[src/logic/npc_pkg.sv]
// Constants and types shared by the nibble CPU program-control core
package npc_pkg;
	// ============================================================
	// Sizes and fixed addresses
	localparam int PC_W = 13;
	localparam int DP_W = 10;
	localparam int NSRC = 8;
	localparam logic [2:0] SP_RESET = 3'h7;
	localparam logic [12:0] VEC_BASE = 13'h0080;
	localparam logic [12:0] SHORT_BASE = 13'h0100;
	// ============================================================
	// Register byte offsets
	localparam logic [4:0] OFS_CMD = 5'h00;
	localparam logic [4:0] OFS_CORE = 5'h04;
	localparam logic [4:0] OFS_PC = 5'h08;
	localparam logic [4:0] OFS_DATA = 5'h0c;
	localparam logic [4:0] OFS_IRQ = 5'h10;
	// ============================================================
	// Operation codes
	localparam logic [4:0] OP_NOP = 5'h00;
	localparam logic [4:0] OP_LOAD_A = 5'h01;
	localparam logic [4:0] OP_LOAD_B = 5'h02;
	localparam logic [4:0] OP_LOAD_D = 5'h03;
	localparam logic [4:0] OP_LOAD_DP = 5'h04;
	localparam logic [4:0] OP_ADD_IMM = 5'h05;
	localparam logic [4:0] OP_MEM_ADD = 5'h06;
	localparam logic [4:0] OP_ADD_CARRY = 5'h07;
	localparam logic [4:0] OP_ROT_RIGHT = 5'h08;
	localparam logic [4:0] OP_CARRY_ONE = 5'h09;
	localparam logic [4:0] OP_CARRY_ZERO = 5'h0a;
	localparam logic [4:0] OP_E_FROM_AB = 5'h0b;
	localparam logic [4:0] OP_AB_FROM_E = 5'h0c;
	localparam logic [4:0] OP_SP_TO_A = 5'h0d;
	localparam logic [4:0] OP_BRANCH = 5'h0e;
	localparam logic [4:0] OP_CALL = 5'h0f;
	localparam logic [4:0] OP_SHORT_CALL = 5'h10;
	localparam logic [4:0] OP_RETURN = 5'h11;
	localparam logic [4:0] OP_IRQ_RETURN = 5'h12;
	localparam logic [4:0] OP_IND_BRANCH = 5'h13;
	localparam logic [4:0] OP_IND_CALL = 5'h14;
	localparam logic [4:0] OP_TABLE_READ = 5'h15;
	localparam logic [4:0] OP_IRQ_ON = 5'h16;
	localparam logic [4:0] OP_IRQ_OFF = 5'h17;
	localparam logic [4:0] OP_IRQ_SKIP = 5'h18;
	localparam logic [4:0] OP_BIT_SET = 5'h19;
	localparam logic [4:0] OP_BIT_CLR = 5'h1a;
	localparam logic [4:0] OP_BIT_TEST = 5'h1b;
	localparam logic [4:0] OP_PORT_SET = 5'h1c;
	localparam logic [4:0] OP_PORT_CLR = 5'h1d;
	localparam logic [4:0] OP_PORT_TEST = 5'h1e;
	// ============================================================
	// Carriers and register layouts
	typedef struct packed {
		logic [12:0] arg;
		logic [4:0] op;
	} npc_cmd_t;
	typedef struct packed {
		logic [9:0] dp;
		logic carry;
		logic skip;
		logic [3:0] a;
		logic [3:0] b;
	} npc_save_t;
	typedef struct packed {
		logic [14:0] rsv;
		logic global_irq_enable;
		logic [2:0] sp;
		logic skip;
		logic carry;
		logic [2:0] d;
		logic [3:0] b;
		logic [3:0] a;
	} npc_core_t;
	typedef struct packed {
		logic [9:0] rsv;
		logic [3:0] mem;
		logic [9:0] dp;
		logic [7:0] e;
	} npc_data_t;
	typedef struct packed {
		logic [15:0] rsv;
		logic [7:0] en;
		logic [7:0] req;
	} npc_irq_t;
	typedef enum logic [2:0] {
		ST_IDLE = 3'b001,
		ST_FETCH = 3'b010,
		ST_LOAD = 3'b100
	} npc_state_t;
endpackage : npc_pkg

[src/logic/npc_core.sv]
// Program-control and register core of a 4-bit microcontroller
// ============================================================
// Summary of operation
// - Carry set by add-with-carry; other adds keep it
// - Rotate right moves accumulator bit 0 to carry
// - Dedicated ops force carry one or zero
// - E copies to and from B high, A low
// - D and A form 7-bit in-page address
// - Eight stack entries for irq, call, table
// - Stack pointer wraps 7 to 0, overwrites entry
// - Pointer is 7 after reset and back-up return
// - Stack pointer copies into accumulator
// - Irq entry saves DP, carry, skip, A, B
// - Skip flag decides skips, saved over interrupts
// - PC increments, rolls 127 into next page
// - Program words are 10 bits, 128-word pages
// - Vectors sit at 0080h to 008Eh
// - Short call reaches 0100h to 017Fh anywhere
// - Table read returns word bits 7 to 0
// - DP is Z, X, Y; Y selects port bit
// - Memory words 4 bits, bit ops everywhere
// - Irq needs request, enable bit, global enable
// - Global enable set, cleared, auto-cleared on entry
// - Enable bit picks interrupt or skip test
// - Enable one: irq on, skip test ineffective
// - Request sets always, holds until taken or skipped
// - Enable takes effect after one more instruction
`timescale 1ns/10ps
module npc_core (
	// Clock and reset
	input wire logic clk_i,
	input wire logic rst_i,
	// Avalon-MM slave
	input wire logic [4:0] address_i,
	input wire logic read_i,
	input wire logic write_i,
	input wire logic [3:0] byteenable_i,
	input wire logic [31:0] writedata_i,
	output logic [31:0] readdata_o,
	output logic waitrequest_o,
	// Program memory
	output logic [npc_pkg::PC_W-1:0] rom_addr_o,
	input wire logic [9:0] rom_data_i,
	// Interrupt sources and power control
	input wire logic [npc_pkg::NSRC-1:0] irq_event_i,
	input wire logic backup_return_i,
	// Port D
	input wire logic [7:0] port_d_i,
	output logic [7:0] port_d_o
);
	import npc_pkg::*;

	// ============================================================
	// State
	npc_state_t st_q;
	logic wait_q;
	logic [31:0] rdata_q;
	logic [3:0] a_q;
	logic [3:0] b_q;
	logic [2:0] d_q;
	logic [7:0] e_q;
	logic [3:0] mem_q;
	logic [DP_W-1:0] dp_q;
	logic carry_q;
	logic skip_q;
	logic global_irq_enable_q;
	logic ei_wait_q;
	logic [2:0] sp_q;
	logic [PC_W-1:0] pc_q;
	logic [PC_W-1:0] rom_q;
	logic [PC_W-1:0] stk_q [8];
	npc_save_t save_q;
	logic [NSRC-1:0] req_q;
	logic [NSRC-1:0] en_q;
	logic [7:0] pd_meta_q;
	logic [7:0] pd_q;
	logic [7:0] port_q;

	// ============================================================
	// Decode
	npc_cmd_t cmd;
	logic cmd_go;
	logic run;
	logic grant;
	logic irq_go;
	logic irq_take;
	logic [NSRC-1:0] pend;
	logic [2:0] irq_idx;
	logic [4:0] sum;
	logic [3:0] bmask;
	logic skip_d;
	logic push;
	logic pop;
	logic [2:0] sp_up;
	logic [PC_W-1:0] push_val;
	npc_core_t core_w;
	npc_data_t data_w;
	npc_irq_t irq_w;

	assign cmd = writedata_i[$bits(npc_cmd_t)-1:0];
	// A command runs only at the edge where the master sees waitrequest low
	assign cmd_go = write_i && !wait_q && address_i == OFS_CMD && byteenable_i[0];
	assign run = cmd_go && !skip_q;
	assign pend = req_q & en_q;
	assign irq_go = global_irq_enable_q && (|pend);
	assign irq_take = irq_go && st_q == ST_IDLE && !cmd_go;
	// Pending interrupts hold the bus off so entry never races a command
	assign grant = (read_i || write_i) && wait_q && st_q == ST_IDLE && !irq_go;
	assign sum = 5'(a_q) + 5'(cmd.arg[3:0]) + 5'(cmd.op == OP_ADD_CARRY && carry_q);
	assign bmask = 4'h1 << cmd.arg[5:4];
	assign sp_up = sp_q + 3'h1;
	assign push = irq_take || (run && (cmd.op == OP_CALL || cmd.op == OP_SHORT_CALL
		|| cmd.op == OP_IND_CALL || cmd.op == OP_TABLE_READ));
	assign pop = st_q == ST_LOAD || (run && (cmd.op == OP_RETURN || cmd.op == OP_IRQ_RETURN));
	assign push_val = irq_take ? pc_q : pc_q + 13'h1;
	assign core_w = '{rsv: '0, global_irq_enable: global_irq_enable_q, sp: sp_q, skip: skip_q, carry: carry_q, d: d_q, b: b_q, a: a_q};
	assign data_w = '{rsv: '0, mem: mem_q, dp: dp_q, e: e_q};
	assign irq_w = '{rsv: '0, en: en_q, req: req_q};

	// Lowest source number has the highest priority
	always_comb begin
		irq_idx = 3'h0;
		for (int i = NSRC - 1; i >= 0; i--) begin
			if (pend[i]) begin
				irq_idx = 3'(i);
			end
		end
	end

	always_comb begin
		skip_d = 1'b0;
		if (run) begin
			case (cmd.op)
				OP_IRQ_RETURN: skip_d = save_q.skip;
				OP_IRQ_SKIP: skip_d = req_q[cmd.arg[2:0]] && !en_q[cmd.arg[2:0]];
				OP_BIT_TEST: skip_d = !cmd.arg[cmd.arg[5:4]];
				OP_PORT_TEST: skip_d = !dp_q[3] && !pd_q[dp_q[2:0]];
				default: skip_d = 1'b0;
			endcase
		end
	end

	// ============================================================
	// Bus slave
	always_ff @(posedge clk_i or posedge rst_i) begin
		if (rst_i) begin
			wait_q <= 1'b1;
		end else begin
			wait_q <= !grant;
		end
	end

	always_ff @(posedge clk_i or posedge rst_i) begin
		if (rst_i) begin
			rdata_q <= 32'h0;
		end else if (grant && read_i) begin
			case (address_i)
				OFS_CORE: rdata_q <= core_w;
				OFS_PC: rdata_q <= 32'(pc_q);
				OFS_DATA: rdata_q <= data_w;
				OFS_IRQ: rdata_q <= irq_w;
				default: rdata_q <= 32'h0;
			endcase
		end
	end

	// ============================================================
	// Sequencer for the two-cycle table fetch
	always_ff @(posedge clk_i or posedge rst_i) begin
		if (rst_i) begin
			st_q <= ST_IDLE;
		end else begin
			unique case (st_q)
				ST_IDLE: st_q <= (run && cmd.op == OP_TABLE_READ) ? ST_FETCH : ST_IDLE;
				ST_FETCH: st_q <= ST_LOAD;
				ST_LOAD: st_q <= ST_IDLE;
			endcase
		end
	end

	// ============================================================
	// Data registers and carry
	always_ff @(posedge clk_i or posedge rst_i) begin
		if (rst_i) begin
			a_q <= 4'h0;
			b_q <= 4'h0;
			d_q <= 3'h0;
			e_q <= 8'h0;
			mem_q <= 4'h0;
			dp_q <= '0;
			carry_q <= 1'b0;
		end else if (st_q == ST_LOAD) begin
			a_q <= rom_data_i[3:0];
			b_q <= rom_data_i[7:4];
		end else if (run) begin
			case (cmd.op)
				OP_LOAD_A: a_q <= cmd.arg[3:0];
				OP_LOAD_B: b_q <= cmd.arg[3:0];
				OP_LOAD_D: d_q <= cmd.arg[2:0];
				OP_LOAD_DP: dp_q <= cmd.arg[9:0];
				OP_ADD_IMM, OP_MEM_ADD: a_q <= sum[3:0];
				OP_ADD_CARRY: begin
					a_q <= sum[3:0];
					carry_q <= sum[4];
				end
				OP_ROT_RIGHT: begin
					a_q <= {carry_q, a_q[3:1]};
					carry_q <= a_q[0];
				end
				OP_CARRY_ONE: carry_q <= 1'b1;
				OP_CARRY_ZERO: carry_q <= 1'b0;
				OP_E_FROM_AB: e_q <= {b_q, a_q};
				OP_AB_FROM_E: begin
					b_q <= e_q[7:4];
					a_q <= e_q[3:0];
				end
				OP_SP_TO_A: a_q <= {1'b0, sp_q};
				OP_IRQ_RETURN: begin
					a_q <= save_q.a;
					b_q <= save_q.b;
					carry_q <= save_q.carry;
					dp_q <= save_q.dp;
				end
				OP_BIT_SET: mem_q <= cmd.arg[3:0] | bmask;
				OP_BIT_CLR: mem_q <= cmd.arg[3:0] & ~bmask;
				default: ;
			endcase
		end
	end

	// ============================================================
	// Skip flag and global interrupt enable
	always_ff @(posedge clk_i or posedge rst_i) begin
		if (rst_i) begin
			skip_q <= 1'b0;
			global_irq_enable_q <= 1'b0;
			ei_wait_q <= 1'b0;
		end else if (irq_take) begin
			skip_q <= 1'b0;
			global_irq_enable_q <= 1'b0;
			ei_wait_q <= 1'b0;
		end else if (cmd_go) begin
			skip_q <= skip_d;
			if (run && cmd.op == OP_IRQ_OFF) begin
				global_irq_enable_q <= 1'b0;
				ei_wait_q <= 1'b0;
			end else if (run && cmd.op == OP_IRQ_ON) begin
				ei_wait_q <= 1'b1;
			end else if (ei_wait_q) begin
				global_irq_enable_q <= 1'b1;
				ei_wait_q <= 1'b0;
			end
		end
	end

	// Single-stage save; calls and table reads never touch it
	always_ff @(posedge clk_i or posedge rst_i) begin
		if (rst_i) begin
			save_q <= '0;
		end else if (irq_take) begin
			save_q <= '{dp: dp_q, carry: carry_q, skip: skip_q, a: a_q, b: b_q};
		end
	end

	// ============================================================
	// Return stack and program counter
	always_ff @(posedge clk_i) begin
		if (push) begin
			stk_q[sp_up] <= push_val;
		end
	end

	always_ff @(posedge clk_i or posedge rst_i) begin
		if (rst_i) begin
			sp_q <= SP_RESET;
		end else if (backup_return_i) begin
			sp_q <= SP_RESET;
		end else if (push) begin
			sp_q <= sp_up;
		end else if (pop) begin
			sp_q <= sp_q - 3'h1;
		end
	end

	always_ff @(posedge clk_i or posedge rst_i) begin
		if (rst_i) begin
			pc_q <= '0;
			rom_q <= '0;
		end else if (irq_take) begin
			pc_q <= VEC_BASE | 13'({irq_idx, 1'b0});
		end else if (pop) begin
			pc_q <= stk_q[sp_q];
		end else if (run) begin
			case (cmd.op)
				OP_BRANCH, OP_CALL: pc_q <= cmd.arg;
				OP_SHORT_CALL: pc_q <= SHORT_BASE | 13'(cmd.arg[6:0]);
				OP_IND_BRANCH, OP_IND_CALL: pc_q <= {cmd.arg[5:0], d_q, a_q};
				OP_TABLE_READ: begin
					rom_q <= {cmd.arg[5:0], d_q, a_q};
					pc_q <= pc_q + 13'h1;
				end
				default: pc_q <= pc_q + 13'h1;
			endcase
		end else if (cmd_go) begin
			pc_q <= pc_q + 13'h1;
		end
	end

	// ============================================================
	// Request flags and enable bits
	always_ff @(posedge clk_i or posedge rst_i) begin
		if (rst_i) begin
			en_q <= '0;
		end else if (write_i && !wait_q && address_i == OFS_IRQ && byteenable_i[1]) begin
			en_q <= writedata_i[15:8];
		end
	end

	for (genvar i = 0; i < NSRC; i++) begin : g_req
		always_ff @(posedge clk_i or posedge rst_i) begin
			if (rst_i) begin
				req_q[i] <= 1'b0;
			end else if (irq_event_i[i]) begin
				req_q[i] <= 1'b1;
			end else if ((irq_take && irq_idx == 3'(i))
				|| (run && cmd.op == OP_IRQ_SKIP && cmd.arg[2:0] == 3'(i) && !en_q[i])) begin
				req_q[i] <= 1'b0;
			end
		end
	end

	// ============================================================
	// Port D latch and pin synchroniser
	always_ff @(posedge clk_i or posedge rst_i) begin
		if (rst_i) begin
			pd_meta_q <= 8'h0;
			pd_q <= 8'h0;
		end else begin
			pd_meta_q <= port_d_i;
			pd_q <= pd_meta_q;
		end
	end

	always_ff @(posedge clk_i or posedge rst_i) begin
		if (rst_i) begin
			port_q <= 8'h0;
		end else if (run && !dp_q[3] && cmd.op == OP_PORT_SET) begin
			port_q[dp_q[2:0]] <= 1'b1;
		end else if (run && !dp_q[3] && cmd.op == OP_PORT_CLR) begin
			port_q[dp_q[2:0]] <= 1'b0;
		end
	end

	assign readdata_o = rdata_q;
	assign waitrequest_o = wait_q;
	assign rom_addr_o = rom_q;
	assign port_d_o = port_q;
endmodule : npc_core

[config.mk]
export PLATFORM = sky130hd
export DESIGN_NAME = npc_core
export DESIGN_NICKNAME = d
export VERILOG_FILES = /design/src/logic/npc_pkg.sv /design/src/logic/npc_core.sv
export SDC_FILE = /design/constraint.sdc
export NUM_CORES = 1
export LEC_CHECK = 0
export BUFFER_PORTS_ARGS = -buffer_cell sky130_fd_sc_hd__clkbuf_2
export CAP_MARGIN = 20
export CORE_ASPECT_RATIO = 0.7
export CORE_MARGIN = 10
export CORE_UTILIZATION = 40
export DETAILED_ROUTE_END_ITERATION = 10
export PLACE_DENSITY = 0.59
export SKIP_CTS_REPAIR_TIMING = 1
export SLEW_MARGIN = 10
export SYNTH_ARGS = -nofsm -noshare
export SYNTH_HDL_FRONTEND = slang
export SYNTH_SLANG_ARGS = --single-unit
[constraint.sdc]
create_clock -name clk_i -period 6.05 [get_ports clk_i]
set_input_delay 0.3025 -clock clk_i [delete_from_list [all_inputs] [get_ports clk_i]]
set_output_delay 0.3025 -clock clk_i [all_outputs]
set_load 0.01 [all_outputs]
==> flow_summary.toml <==
[worst_setup_path]
worstReg2RegStart = "en_q[0]"
worst_ep_arrival_time_ns = 3.70
crit_path_frequent_cell = "nand2_1"
worstSetupStartpoint = "en_q[0]"
rr_endpoint = "stk_q[5][5]"
worstPathMaxFanout = 23
r2r_slack_ns = 2.59
max_stage_delay_ns = 0.61
slowest_stage = "nand2_1"
crit_path_cell_trace = "a22oi_1 > nand4_1 > nand2_1 > buf_4 > nand2_1 > xnor2_1"
startpoint_type = "register"
rr_worst_depth = 6
crit_path_end_kind = "register"
required_ns = 6.29
crit_type = "register to register"
cp-endpoint = "stk_q[5][5]"

[global_route]
grt_max_degree = 100
antenna_found_initial = 1
first_global_vias = 8700
grt_pass1_wl_mm = 55.1
grt_overflow_total = 0
grt_use_total_pct = 18.5

[clock_tree]
numCtsBuffers = 26
clkLatencyLatePin_ns = 0.54
clk_pin_slew_ns = 0.07
root_buffer = "clkbuf_16"
max-clock-path-buffers = 3
cts_max_level = 1
cts_tree = "built"
cts.sinks = 256

[sta]
whs_ns = -0.0753
relSlewSlack_pct = 30.7
final.setup_skew_ns = 0.0104
finalHoldViolCount = 31
post-route-period-util_pct = 57.2
finalMaxSlewViolations = 0
rsz0062_at_grt = "no"
tightest_slew_ns = 1.04
fin_crit_ns = 3.46
setup_viol = 0
max_freq_mhz = 289
finalSetupTns_ns = 0

[floorplanning]
dieArea_mm2 = 0.0381
rows = 53
initial_core_util_pct = 40.6
core_mm2 = 0.0301
die_w_um = 229
fp.dieH_um = 166
pin_count = 126

[synthesis]
netlist_area_mm2 = 0.0122
yosysSeqAreaShare_pct = 56.7
synth-edff-count = 104
synth_flop_cell = "dfrtp_1"
yosys.area.top_type_share_pct = 30.1
async_flop_share_pct = 59.4
yosys.cell_types.count = 78
synth_area_per_cell_um2 = 11.8
syn_inst = 1039
ys_warn_count = 0
ys_seq_elements = 256
yosys.area.top_type = "dfrtp_1"
synth_area_leaders = "dfrtp_1 (30%), edfxtp_1 (26%), mux4_2 (5.5%)"

[power_and_ir_drop]
power.density_mw_per_mm2 = 281
power.total_mw = 3.99
vdd_drop_max_uv = 146
p_leak_nw = 5.82

[place]
port_buffers = 97
place_congestion = 0.906
place_hpwl_mm = 25.0

[drt]
routed_wl_mm = 36.1
final_antenna_net_count = 0
drc = 0
dr.first_iter.drc_count = 1208
route.vias.total = 8995
wl_per_cell_um = 23.0
via_per_inst = 5.74
first_pass_iters = 7

[cells_and_area]
regArea_mm2 = 0.00693
area_delta_synth_final_pct = 16.1
fill_cells = 2752
multi_input_comb_area_mm2 = 0.00492
drive_above_1_share_pct = 22.4
final_nets = 1215

[outcome]
status = "finished with violations"
violations = "negative hold slack"

[flow_run]
cap_viol_max_count = 0

[worst_hold_path]
timing.hold.worst.class = "input port to asynchronous set/reset pin"
cell families after synthesis:
kind of cell | count (synthesis) | share of synthesized area [%]
compound gates | 217 | 12.7
flops | 256 | 56.7
buf+inv | 98 | 3.60
other cells | 1 | 0.0307
xor+xnor | 24 | 1.72
simple gates | 341 | 13.2
fa+ha+maj | 8 | 0.941
mux | 94 | 11.1
cell usage in the layout (no fill, tap or decap), types with 13 or more instances in the layout:
cell / Yosys / final
mux2_2: 38 / 38
mux4_2: 30 / 30
mux2i_1: 26 / 26
a22oi_1: 16 / 16
clkbuf_2: 1 / 97
dlygate4sd3_1: 0 / 18
a31oi_1: 20 / 20
nand3_1: 22 / 22
clkbuf_16: 0 / 28
nand2_1: 146 / 146
xnor2_1: 13 / 13
a21oi_1: 51 / 51
edfxtp_1: 104 / 104
dfrtp_1: 147 / 147
nor2_1: 81 / 81
o21ai_0: 29 / 29
inv_1: 22 / 21
a222oi_1: 20 / 20
nand2b_1: 14 / 14
buf_4: 12 / 20
critical path: cells and delay by family, from the launching register on:
family          cells  cell delay, ns
simple gates        3            1.25
xor+xnor            1            0.55
flops               1            0.51
compound gates      1            0.44
buf+inv             1            0.40
registers in the layout, summed over array words and instances, names as in the netlist, 3 cells and up, named ones only:
name	flops
save_q	20
en_q	8
rom_addr_o	13
st_q	3
b_q	4
sp_q	3
mem_q	4
pc_q	13
readdata_o	22
pd_q	8
e_q	8
a_q	4
pd_meta_q	8
stk_q	104
dp_q	10
irq_w	8
d_q	3
cell usage after synthesis, types with 7 or more instances:
library cell / instances
a21o_1: 9
a21oi_1: 51
a221o_1: 7
a221oi_1: 7
a222oi_1: 20
a22oi_1: 16
a31oi_1: 20
a32oi_1: 7
and3_1: 8
buf_2: 21
buf_4: 12
clkbuf_1: 36
dfrtp_1: 147
edfxtp_1: 104
inv_1: 22
mux2_2: 38
mux2i_1: 26
mux4_2: 30
nand2_1: 146
nand2b_1: 14
nand3_1: 22
nor2_1: 81
nor2b_1: 10
nor3_1: 17
o21ai_0: 29
xnor2_1: 13
xor2_1: 11
layer usage:
metal / routed length, µm / up-vias / GRT usage (%)
met5: 0 / - / 0
met4: 616 / 0 / 4.02
met3: 3380 / 47 / 4.95
met2: 14600 / 390 / 24.7
met1: 17500 / 4498 / 28.7
li1: - / 4060 / -
power breakdown:
| group | internal (mW) | total, mW | switching [mW] |
|---|---|---|---|
| sequential | 1.87 | 1.94 | 0.0618 |
| clock | 1.03 | 1.72 | 0.689 |
| combinational | 0.120 | 0.331 | 0.212 |
worst min path at each step:
stage / start / endpoint / slack, ns
2_1_floorplan: pd_meta_q[0] / pd_q[0] / 0.33
3_5_place_dp: pd_meta_q[2] / pd_q[2] / 0.33
4_1_cts: port_d_i[7] / pd_meta_q[7] / -0.15
5_1_grt: rst_i / rom_addr_o[1] / 0.02
6_report: rst_i / rom_addr_o[3] / -0.08
3_3_place_gp: pd_meta_q[7] / pd_q[7] / 0.33
area by class of cell:
class	count	area share [%]
diodes	1	0.0176
clock buffers	33	5.19
clock inverters	15	1.30
inverters	22	0.617
multi-input cells	694	34.7
flip-flops and latches	256	48.8
well taps	412	3.63
repair buffers	135	5.74
metrics by stage:
step / area [µm²] / hold WS (ns) / instances / setup slack [ns] / utilization [%]
2_1_floorplan: 12300 / 0.331 / 1048 / 1.66 / -
3_3_place_gp: 13100 / 0.332 / 1500 / 2.83 / 43.5
3_5_place_dp: 13100 / 0.335 / 1500 / 2.67 / 43.5
4_1_cts: 14000 / -0.148 / 1548 / 2.65 / 46.5
5_1_grt: 14200 / 0.0160 / 1568 / 2.24 / 47.2
6_report: 14200 / -0.0753 / 1568 / 2.59 / 47.2
Note: power is estimated with default switching activity, not from simulation.
